--- src/hdl/ddrc_map.svh ---
// Offsets-free constants for the command decoder: widths and timing counts
// Assumes inclusion by bare name from design files
`ifndef DDRC_MAP_SVH
`define DDRC_MAP_SVH

// ----------------------------------------------------------------------------
// Geometry
// ----------------------------------------------------------------------------
`define DDRC_BANKS        8
`define DDRC_BA_W         3
`define DDRC_ADDR_W       11
`define DDRC_LANES        4
`define DDRC_CLOSE_BIT    10

// ----------------------------------------------------------------------------
// Timing
// ----------------------------------------------------------------------------
`define DDRC_CLK_PERIOD_NS 20
`define DDRC_RCD_NS        30
`define DDRC_RCD_CYC       ((`DDRC_RCD_NS + `DDRC_CLK_PERIOD_NS - 1) / `DDRC_CLK_PERIOD_NS)

`endif

--- src/hdl/ddrc_pkg.sv ---
// Types shared by the command decoder files
// Assumes nothing beyond a SystemVerilog compiler
package ddrc_pkg;

  typedef enum logic [3:0] {
    DDRC_CMD_NOP,
    DDRC_CMD_RESERVED,
    DDRC_CMD_READ,
    DDRC_CMD_STORE,
    DDRC_CMD_ROW_OPEN,
    DDRC_CMD_SHUT_ONE,
    DDRC_CMD_SHUT_ALL,
    DDRC_CMD_REFRESH,
    DDRC_CMD_MODE_LOAD
  } ddrc_cmd_t;

  typedef enum logic [1:0] {
    DDRC_PWR_IDLE,
    DDRC_PWR_RESTORE,
    DDRC_PWR_DOWN
  } ddrc_pwr_t;

  typedef enum logic [1:0] {
    DDRC_BANK_IDLE,
    DDRC_BANK_OPENING,
    DDRC_BANK_ACTIVE
  } ddrc_bank_t;

endpackage
--- src/hdl/ddrc_bank.sv ---
// One bank state tracker: idle, opening (row-to-column delay), active
// Assumes decoded, one-cycle command strobes from the command decoder
`timescale 1ns/100ps
`include "ddrc_map.svh"

module ddrc_bank
  import ddrc_pkg::*;
#(
  parameter int RCD_CYC = `DDRC_RCD_CYC
) (
  input  wire logic i_clk,
  input  wire logic i_rst_n,
  input  wire logic i_open,
  input  wire logic i_shut,
  output logic      o_active,
  output logic      o_idle
);

  ddrc_bank_t  state_q;
  logic [7:0]  cnt_q;

  // --------------------------------------------------------------------------
  // Bank state
  // --------------------------------------------------------------------------
  always_ff @(posedge i_clk or negedge i_rst_n) begin
    if (!i_rst_n) begin
      state_q <= DDRC_BANK_IDLE;
      cnt_q   <= 8'h00;
    end else begin
      case (state_q)
        DDRC_BANK_IDLE: begin
          if (i_open) begin
            state_q <= DDRC_BANK_OPENING;
            cnt_q   <= 8'(RCD_CYC - 1);
          end
        end
        DDRC_BANK_OPENING: begin
          if (cnt_q == 8'h00) begin
            state_q <= DDRC_BANK_ACTIVE;
          end else begin
            cnt_q <= cnt_q - 8'h01;
          end
        end
        DDRC_BANK_ACTIVE: begin
          if (i_shut) begin
            state_q <= DDRC_BANK_IDLE;
          end
        end
        default: state_q <= DDRC_BANK_IDLE;
      endcase
    end
  end

  assign o_active = (state_q == DDRC_BANK_ACTIVE);
  assign o_idle   = (state_q == DDRC_BANK_IDLE);

  AST_RCD_WAIT: assert property (@(posedge i_clk) disable iff (!i_rst_n)
    (state_q == DDRC_BANK_IDLE && i_open) |=> !o_active ##1 !o_active)
    else $error("Bank active too early after row open");

endmodule // ddrc_bank

--- src/hdl/ddrc_decode.sv ---
// Command decoder and power state control of an eight-bank DDR memory
// Assumes command pins come from off-chip and are synchronised here
`timescale 1ns/100ps
`include "ddrc_map.svh"

module ddrc_decode
  import ddrc_pkg::*;
#(
  parameter int BANKS   = `DDRC_BANKS,
  parameter int RCD_CYC = `DDRC_RCD_CYC
) (
  input  wire logic                     i_clk,
  input  wire logic                     i_rst_n,
  input  wire logic                     i_cs_n,
  input  wire logic                     i_ras_n,
  input  wire logic                     i_cas_n,
  input  wire logic                     i_we_n,
  input  wire logic                     i_power_down_n,
  input  wire logic [`DDRC_BA_W-1:0]    i_bank,
  input  wire logic [`DDRC_ADDR_W-1:0]  i_addr,
  input  wire logic [`DDRC_LANES-1:0]   i_byte_mask,
  output logic      [BANKS-1:0]         o_bank_active,
  output logic                          o_read_start,
  output logic                          o_store_start,
  output logic                          o_auto_close,
  output logic      [`DDRC_BA_W-1:0]    o_col_bank,
  output logic      [`DDRC_ADDR_W-1:0]  o_col_addr,
  output logic                          o_mode_load,
  output logic      [`DDRC_BA_W+`DDRC_ADDR_W-2:0] o_mode_value,
  output logic                          o_refresh,
  output logic                          o_restore_mode,
  output logic                          o_power_down,
  output logic                          o_dq_hiz,
  output logic      [`DDRC_LANES-1:0]   o_lane_block
);

  // --------------------------------------------------------------------------
  // Input synchronisers
  // --------------------------------------------------------------------------
  localparam int SW = 5 + `DDRC_BA_W + `DDRC_ADDR_W + `DDRC_LANES;

  logic [SW-1:0] sync1_q;
  logic [SW-1:0] sync2_q;
  logic          cs_n;
  logic          ras_n;
  logic          cas_n;
  logic          we_n;
  logic          pd_n;
  logic          pd_n_prev_q;
  logic [`DDRC_BA_W-1:0]   bank;
  logic [`DDRC_ADDR_W-1:0] addr;
  logic [`DDRC_LANES-1:0]  mask;

  always_ff @(posedge i_clk or negedge i_rst_n) begin
    if (!i_rst_n) begin
      sync1_q <= '1;
      sync2_q <= '1;
    end else begin
      sync1_q <= {i_cs_n, i_ras_n, i_cas_n, i_we_n, i_power_down_n,
                  i_bank, i_addr, i_byte_mask};
      sync2_q <= sync1_q;
    end
  end

  assign {cs_n, ras_n, cas_n, we_n, pd_n, bank, addr, mask} = sync2_q;

  always_ff @(posedge i_clk or negedge i_rst_n) begin
    if (!i_rst_n) begin
      pd_n_prev_q <= 1'b1;
    end else begin
      pd_n_prev_q <= pd_n;
    end
  end

  // --------------------------------------------------------------------------
  // Command decode
  // --------------------------------------------------------------------------
  ddrc_cmd_t cmd;
  logic      close_bit;

  assign close_bit = addr[`DDRC_CLOSE_BIT];

  always_comb begin
    if (cs_n) begin
      cmd = DDRC_CMD_NOP;
    end else begin
      case ({ras_n, cas_n, we_n})
        3'h7:    cmd = DDRC_CMD_NOP;
        3'h6:    cmd = DDRC_CMD_RESERVED;
        3'h5:    cmd = DDRC_CMD_READ;
        3'h4:    cmd = DDRC_CMD_STORE;
        3'h3:    cmd = DDRC_CMD_ROW_OPEN;
        3'h2:    cmd = close_bit ? DDRC_CMD_SHUT_ALL : DDRC_CMD_SHUT_ONE;
        3'h1:    cmd = DDRC_CMD_REFRESH;
        3'h0:    cmd = close_bit ? DDRC_CMD_RESERVED : DDRC_CMD_MODE_LOAD;
        default: cmd = DDRC_CMD_NOP;
      endcase
    end
  end

  // --------------------------------------------------------------------------
  // Power state
  // --------------------------------------------------------------------------
  ddrc_pwr_t pwr_q;
  logic      awake;
  logic      cmd_ok;

  assign awake  = (pwr_q == DDRC_PWR_IDLE) && pd_n_prev_q && pd_n;
  assign cmd_ok = awake;

  always_ff @(posedge i_clk or negedge i_rst_n) begin
    if (!i_rst_n) begin
      pwr_q <= DDRC_PWR_IDLE;
    end else begin
      case (pwr_q)
        DDRC_PWR_IDLE: begin
          if (pd_n_prev_q && !pd_n) begin
            if (cmd == DDRC_CMD_REFRESH) begin
              pwr_q <= DDRC_PWR_RESTORE;
            end else if (cmd == DDRC_CMD_NOP) begin
              pwr_q <= DDRC_PWR_DOWN;
            end
          end
        end
        DDRC_PWR_RESTORE: begin
          if (pd_n && cmd == DDRC_CMD_NOP) begin
            pwr_q <= DDRC_PWR_IDLE;
          end
        end
        DDRC_PWR_DOWN: begin
          if (pd_n && cmd == DDRC_CMD_NOP) begin
            pwr_q <= DDRC_PWR_IDLE;
          end
        end
        default: pwr_q <= DDRC_PWR_IDLE;
      endcase
    end
  end

  assign o_restore_mode = (pwr_q == DDRC_PWR_RESTORE);
  assign o_power_down   = (pwr_q == DDRC_PWR_DOWN);
  assign o_dq_hiz       = (pwr_q != DDRC_PWR_IDLE);

  // --------------------------------------------------------------------------
  // Banks
  // --------------------------------------------------------------------------
  logic [BANKS-1:0] bank_idle;
  logic [BANKS-1:0] col_auto_shut;

  genvar g;
  generate
    for (g = 0; g < BANKS; g++) begin : g_bank
      logic sel;
      logic open_b;
      logic shut_b;
      assign sel    = (bank == `DDRC_BA_W'(g));
      assign open_b = cmd_ok && cmd == DDRC_CMD_ROW_OPEN && sel;
      assign shut_b = (cmd_ok && ((cmd == DDRC_CMD_SHUT_ONE && sel) ||
                                  cmd == DDRC_CMD_SHUT_ALL)) ||
                      col_auto_shut[g];
      ddrc_bank #(
        .RCD_CYC (RCD_CYC)
      ) u_bank (
        .i_clk    (i_clk),
        .i_rst_n  (i_rst_n),
        .i_open   (open_b),
        .i_shut   (shut_b),
        .o_active (o_bank_active[g]),
        .o_idle   (bank_idle[g])
      );
      assign col_auto_shut[g] = cmd_ok && close_bit && sel && o_bank_active[g] &&
                                (cmd == DDRC_CMD_READ || cmd == DDRC_CMD_STORE);
    end
  endgenerate

  // --------------------------------------------------------------------------
  // Column, mode and refresh strobes
  // --------------------------------------------------------------------------
  logic col_ok;

  assign col_ok = cmd_ok && o_bank_active[bank];

  always_ff @(posedge i_clk or negedge i_rst_n) begin
    if (!i_rst_n) begin
      o_read_start  <= 1'b0;
      o_store_start <= 1'b0;
      o_auto_close  <= 1'b0;
      o_col_bank    <= '0;
      o_col_addr    <= '0;
    end else begin
      o_read_start  <= col_ok && cmd == DDRC_CMD_READ;
      o_store_start <= col_ok && cmd == DDRC_CMD_STORE;
      if (col_ok && (cmd == DDRC_CMD_READ || cmd == DDRC_CMD_STORE)) begin
        o_auto_close <= close_bit;
        o_col_bank   <= bank;
        o_col_addr   <= addr;
      end
    end
  end

  always_ff @(posedge i_clk or negedge i_rst_n) begin
    if (!i_rst_n) begin
      o_mode_load  <= 1'b0;
      o_mode_value <= '0;
      o_refresh    <= 1'b0;
    end else begin
      o_mode_load <= cmd_ok && cmd == DDRC_CMD_MODE_LOAD && &bank_idle;
      if (cmd_ok && cmd == DDRC_CMD_MODE_LOAD && &bank_idle) begin
        o_mode_value <= {bank, addr[`DDRC_CLOSE_BIT-1:0]};
      end
      o_refresh <= cmd_ok && cmd == DDRC_CMD_REFRESH && &bank_idle;
    end
  end

  // --------------------------------------------------------------------------
  // Byte lane blocking
  // --------------------------------------------------------------------------
  always_ff @(posedge i_clk or negedge i_rst_n) begin
    if (!i_rst_n) begin
      o_lane_block <= '0;
    end else begin
      o_lane_block <= pd_n_prev_q ? mask : '0;
    end
  end

  // --------------------------------------------------------------------------
  // Checks
  // --------------------------------------------------------------------------
  AST_SHUT_ALL: assert property (@(posedge i_clk) disable iff (!i_rst_n)
    (cmd_ok && cmd == DDRC_CMD_SHUT_ALL) |=> (o_bank_active == '0))
    else $error("Shut-all left a bank active");

  AST_SHUT_ONE: assert property (@(posedge i_clk) disable iff (!i_rst_n)
    (cmd_ok && cmd == DDRC_CMD_SHUT_ONE && o_bank_active[bank])
      |=> !o_bank_active[$past(bank)])
    else $error("Shut-one did not close named bank");

  AST_NOP_STILL: assert property (@(posedge i_clk) disable iff (!i_rst_n)
    (cmd == DDRC_CMD_NOP && awake)
      |=> (((~o_bank_active & $past(o_bank_active)) == '0) && pwr_q == DDRC_PWR_IDLE))
    else $error("No-op changed bank or power state");

  AST_RESTORE_IN: assert property (@(posedge i_clk) disable iff (!i_rst_n)
    (pwr_q == DDRC_PWR_IDLE && pd_n_prev_q && !pd_n && cmd == DDRC_CMD_REFRESH)
      |=> o_restore_mode && o_dq_hiz)
    else $error("Refresh with power-down low did not enter restore");

  AST_RESTORE_HOLD: assert property (@(posedge i_clk) disable iff (!i_rst_n)
    (o_restore_mode && !pd_n) |=> o_restore_mode)
    else $error("Restore left while power-down low");

  AST_PDOWN_EXIT: assert property (@(posedge i_clk) disable iff (!i_rst_n)
    (o_power_down && pd_n && cmd == DDRC_CMD_NOP) |=> !o_power_down ##1 !o_dq_hiz)
    else $error("Power-down exit failed");

  AST_READ_GO: assert property (@(posedge i_clk) disable iff (!i_rst_n)
    (col_ok && cmd == DDRC_CMD_READ) |=> o_read_start && !o_store_start
      && o_auto_close == $past(close_bit))
    else $error("Read start or auto-close wrong");

  AST_MODE_VAL: assert property (@(posedge i_clk) disable iff (!i_rst_n)
    (cmd_ok && cmd == DDRC_CMD_MODE_LOAD && &bank_idle)
      |=> o_mode_value[2:0] == $past(addr[2:0]))
    else $error("Mode value not captured");

  AST_LANE: assert property (@(posedge i_clk) disable iff (!i_rst_n)
    (pd_n_prev_q && mask[3]) |=> o_lane_block[3])
    else $error("Lane 3 not blocked");

  AST_REFRESH: assert property (@(posedge i_clk) disable iff (!i_rst_n)
    o_refresh |-> $past(&bank_idle) && $past(pd_n) && $past(pd_n_prev_q))
    else $error("Refresh strobe without closed banks");

endmodule // ddrc_decode

--- config.mk ---
export PLATFORM = sky130hd
export DESIGN_NAME = ddrc_decode
export DESIGN_NICKNAME = d
export VERILOG_FILES = /design/src/hdl/ddrc_pkg.sv /design/src/hdl/ddrc_bank.sv /design/src/hdl/ddrc_decode.sv
export VERILOG_INCLUDE_DIRS = /design/src /design/src/hdl
export SDC_FILE = /design/constraint.sdc
export NUM_CORES = 1
export LEC_CHECK = 0
export BUFFER_PORTS_ARGS = -buffer_cell sky130_fd_sc_hd__buf_2
export CAP_MARGIN = 20
export CORE_UTILIZATION = 59
export CTS_CLUSTER_DIAMETER = 80
export DETAILED_ROUTE_END_ITERATION = 6
export PLACE_DENSITY_LB_ADDON = 0.12
export SLEW_MARGIN = 20
export SYNTH_ARGS = -nofsm -noshare
export SYNTH_HDL_FRONTEND = slang
export SYNTH_SLANG_ARGS = --single-unit
--- constraint.sdc ---
create_clock -name i_clk -period 2.3 [get_ports i_clk]
set_input_delay 0.46 -clock i_clk [delete_from_list [all_inputs] [get_ports i_clk]]
set_output_delay 0.46 -clock i_clk [all_outputs]
set_load 0.005 [all_outputs]
; After elaboration in Yosys (flattened, before gate mapping)
; Cells that the tools add are included.
[op_classes]
addsub = 8
magnitude_cmp = 1
eq_ne = 74
muxes = 68
n_reduce_logical = 128
[ops]
columns = operator, count
row1 = two-way mux 8 bit, 16
row2 = one-hot mux 8 bit (2 select lines), 8
row3 = logical NOT 8 bit, 8
row4 = subtractor 8 x 1 -> 8 bit (second input constant), 8
row5 = logical AND 1 bit, 62
row6 = two-way mux 2 bit, 29
row7 = AND reduction 3 bit, 17
row8 = != test 2 bit (second input constant), 24
row9 = one-hot mux 2 bit (3 select lines), 8
row10 = one-hot mux 4 bit (8 select lines), 1
row11 = == test 3 bit (second input constant), 8
row12 = != test 2 x 1 -> 1 bit (second input constant), 10
row13 = == test 2 x 1 -> 1 bit (second input constant), 9
row14 = == test 2 bit (second input constant), 9
row15 = logical NOT 2 bit, 9
row16 = nonzero test 2 bit, 9
row17 = logical OR 1 bit, 17
row18 = == test 4 x 3 -> 1 bit (second input constant), 4
row19 = == test 3 x 2 -> 1 bit (second input constant), 4
row20 = two-way mux 4 bit, 3
row21 = == test 4 x 2 -> 1 bit (second input constant), 2
row22 = AND reduction 8 bit, 1
row23 = == test 3 x 1 -> 1 bit (second input constant), 2
row24 = logical NOT 3 bit, 2
row25 = 9 further kinds, 9
[totals]
register_bits = 165
in_bits = 25
output_inout_bits = 47
elab_cells = 308

; Depth between registers and ports, before layout
[logic_depth]
depth_word = 10
depth_mapped = 8
depth_no_buf = 7

; Hierarchy
; From an unflattened synthesis, not the netlist that was laid out.
[unflattened]
hier_cells = 643
area_unflattened_um2 = 7678.6
[by_module_without_submodules]
columns = mod, instances, cells_per_inst, area_per_inst_um2, seq_area_each_um2
row1 = ddrc_bank (g_bank[0].u_bank ...), 7, 52, 560.5, 250.2
row2 = ddrc_decode, 1, 222, 3186.8, 2160.8
row3 = ddrc_bank (g_bank[7].u_bank), 1, 57, 568.0, 250.2

; Worst setup path before layout
; Ideal clock, no wire load.
[synth_timing]
kind = register to register
start = register pwr_q[0]
end = register o_col_addr[2]
setup_ns = 0.125
arrival_ns = 1.905
t_required_ns = 2.175
setup_slack_ns = 0.270
stages_incl_launch_ff = 8
path_buffers = 1
synth_period_minus_slack_ns = 2.030
path_cell_list = dfrtp_1 inv_1 ha_1 and4b_4 nor3b_4 a31oi_4 buf_6 mux2_4
[synth_between]
elab_chain_cells = 5
[synth_lines]
columns = element, line_no
row1 = start: declaration, ddrc_decode.sv:104  ; ddrc_pwr_t pwr_q;
row2 = start signal: assignment, ddrc_decode.sv:113  ; pwr_q <= DDRC_PWR_IDLE;
row3 = start signal: assignment, ddrc_decode.sv:119  ; pwr_q <= DDRC_PWR_RESTORE;
row4 = start signal: assignment, ddrc_decode.sv:121  ; pwr_q <= DDRC_PWR_DOWN;
row5 = logical NOT 2 bit, ddrc_decode.sv:108  ; assign awake = (pwr_q == DDRC_PWR_IDLE) && pd_n_prev_q && pd_n;
row6 = logical AND 1 bit (2 in series), ddrc_decode.sv:108
row7 = logical AND 1 bit, ddrc_decode.sv:181  ; assign col_ok = cmd_ok && o_bank_active[bank];
row8 = logical AND 1 bit, ddrc_decode.sv:193  ; if (col_ok && (cmd == DDRC_CMD_READ || cmd == DDRC_CMD_STORE)) begin
row9 = end signal: assignment, ddrc_decode.sv:196  ; o_col_addr <= addr;
row10 = end: declaration, ddrc_decode.sv:27  ; output logic [`DDRC_ADDR_W-1:0] o_col_addr,
; No other way between the ends.
; A chain may end at the register's enable or synchronous reset.

; Final worst setup path
[layout_timing]
start = register pwr_q[1]
end = register o_col_addr[5]
; The elaborated chain is that of the path after synthesis.

==> results.md <==
- Worst hold slack: 0.118 ns
- Max clock buf depth: 2
- Most used DFF post-synth: dfrtp_1
- Syn nets: 687
- Unrepaired setup endpoints after global routing: false
- Initial Util: 61.1%
- DRC: 0
- Synth-to-Final Area Change: 17.7%
- TritonCTS clock tree: yes
- Mapped Area: 0.00743 mm^2
- WL final: 15200 um
- Slew Limit Fails: 0
- Commonest non-fill, non-tap cell in the layout: dfrtp_1
- CTS buffer count: 17
- Chip width: 114 um
- Critical Path Sink Type: register
- Relative slew slack: 52.9%
- Worst min path class: input port to register
- CP startpoint kind: register
- Min Tclk post-route: 2.19 ns
- Post-synthesis average cell area: 11.6 um^2
- GRT overflow: 0
- Leak: 4.06 nW
- Status: completed
- Die Y: 114 um
- Die Area: 0.0130 mm^2
- Post-route antenna net violation count: 0
- Std-Cell Rows: 40
- # port buffers: 71
- Register area share after synthesis: 56.0%
- Utilization after layout: 71.9%
- Vias per cell: 5.50
- Fin Setup TNS: 0 ns
- Worst-margin pin slew: 0.700 ns
- Number of I/O pins: 72
- Final hold viol count: 0
- FMAX: 0.457 GHz
- Vias in the first global route: 5101
- Footprint of the multi-input gates: 0.00305 mm^2
- Largest net degree at the start of global routing: 49
- Max-Cap Viols: 0
- Worst setup path category: register to register
- Synthesis-stage register bit count: 164
- Root buf cell: clkbuf_16
- Fillcell total: 868
- PD cells: 881 mW/mm^2
- Tot GR Track Use: 25.1%
- Period utilisation layout: 95.1%
- CTS HTree Levels: 4
- Reg area: 0.00416 mm^2
- Post-layout nets: 788
- Hpwl dp: 10600 um
- First-pass GRT wire length: 24900 um
- Most frequent cells in the layout: dfrtp_1 (117), nor2_1 (77), buf_2 (70), dfstp_2 (47), nand2_1 (35)
- Antenna Cells: 0
- Pre-antenna DRT Iters: 5
- Synth Instances: 643
- Initial antenna violation count: 0
- Count of cell types in the netlist: 74
- Final Skew: 0.0121 ns
- Synth async-reset ratio: 100%
- Layout cells sized above 1: 30.1%
- Clk slew on worst S/H paths: 0.07 ns
- Crit Path Max Fanout: 7
- # setup viols final: 0
- Drt first-iter violations: 363
- Post-synth EDFFs: 0
- Core Area: 0.0122 mm^2
- Clock sink count: 164
- Routed via count: 5086
- Warnings from Yosys: 0
- CP required: 2.61 ns
- Worst skew pair latency: 0.44 ns
- VDD IR max: 0.639 mV
- Worst EP arrival: 2.50 ns
- Routability cong.: 0.850
- DR WL/cell: 16.4 um
[flip-flops by register name, summed over array words and instances (netlist names), 2 cells and up]
signal and cells:
sync1_q 23, sync2_q 23, o_mode_value 13, g_bank.u_bank.cnt_q 64, g_bank.u_bank.state_q 16, o_col_bank 3, pwr_q 2, o_lane_block 4
o_col_addr 10
[final cells by class]
cell class                      count  area share (%)
Multi-Input combinational cell    429            34.8
Tap cell                          168            2.40
Sequential cell                   164            47.6
Clock buffer                       19            5.18
Clock inverter                     13            1.53
Timing Repair Buffer              100            7.08
Inverter                           32            1.37
[cell families (layout without fill, tap and decap cells)]
family	Yosys count	in the layout	share of synthesized area, %
compound gates	87	88	8.05
simple gates	252	252	19.7
buf+inv	51	164	3.35
mux	30	30	5.00
fa+ha+maj	19	19	3.20
flops	164	164	56.0
xor+xnor	40	40	4.71
[cells in the mapped netlist (4+ instances only)]
cell type,n,area (um^2)
a21oi_1,21,105
a31oi_1,5,31.3
and2_1,6,37.5
buf_2,4,20.0
buf_4,10,75.1
dfrtp_1,117,2930
dfstp_2,47,1230
ha_1,19,238
inv_1,32,120
mux2_2,14,158
mux2_4,10,150
nand2_1,35,131
nand2b_1,13,81.3
nand3_1,15,75.1
nand3b_1,5,37.5
nand4b_1,5,43.8
nor2_1,78,293
nor2b_1,15,93.8
nor3_1,19,95.1
nor4_1,14,87.6
nor4b_1,4,35.0
o21ai_0,16,80.1
o22ai_1,8,50.1
or3_1,6,37.5
or4b_1,4,40.0
xnor2_1,17,149
xor2_1,23,201
[timing repair]
item	CTS	global route
gates resized for setup	0	4
hold buffers	1	0
endpoints found under the setup margin	0	20
hold endpoints to repair	22	0
setup buffers	0	4
[power by group]
part / leakage [nW] / internal, mW / switching, mW
Sequential: 2.09 / 3.20 / 0.239
Combinational: 1.69 / 0.678 / 0.776
Clock: 0.280 / 1.58 / 1.23
[layer usage]
layer  wire (um)  part of all wire (%)  up-vias  GRT usage (%)
met5           0                     0        -              0
met4         277                   1.8        0           8.83
met3         599                   3.9       24           6.83
met2        7720                    51      114           41.7
met1        6600                    43     2515           31.6
li1            -                     -     2433              -
[critical path, cell delays in order, from the launching register on]
cell and delay, ns:
dfrtp_1 0.41, inv_1 0.10, ha_2 0.21, and4b_4 0.31, nand3b_4 0.13, nor4_4 0.28, buf_4 0.19, a31oi_4 0.08
mux2_4 0.36
[worst paths after layout]
check | startpoint | to | slack [ns] | depth (start not counted)
worst min register to register | sync1_q[21] | sync2_q[21] | 0.35 | 0
worst max register to register | pwr_q[1] | o_col_addr[5] | 0.11 | 8
min in group asynchronous | i_rst_n | g_bank[1].u_bank.cnt_q[5] | 0.48 | 2
max in group asynchronous | i_rst_n | sync2_q[22] | 1.17 | 3
worst max-delay path | pwr_q[1] | o_col_addr[5] | 0.11 | 8
worst min-delay path | i_addr[7] | sync1_q[11] | 0.12 | 1
[per-stage QoR]
stage	power [mW]	cells	area (um^2)	worst slack, ns
5_1_grt	8.07	925	8750	0.0192
6_report	7.70	925	8750	0.112
3_5_place_dp	4.90	887	8090	0.0882
2_1_floorplan	4.40	643	7430	0.270
3_3_place_gp	4.83	887	8090	0.168
4_1_cts	7.72	920	8690	0.0598
Power figures use the tool's default switching activity.
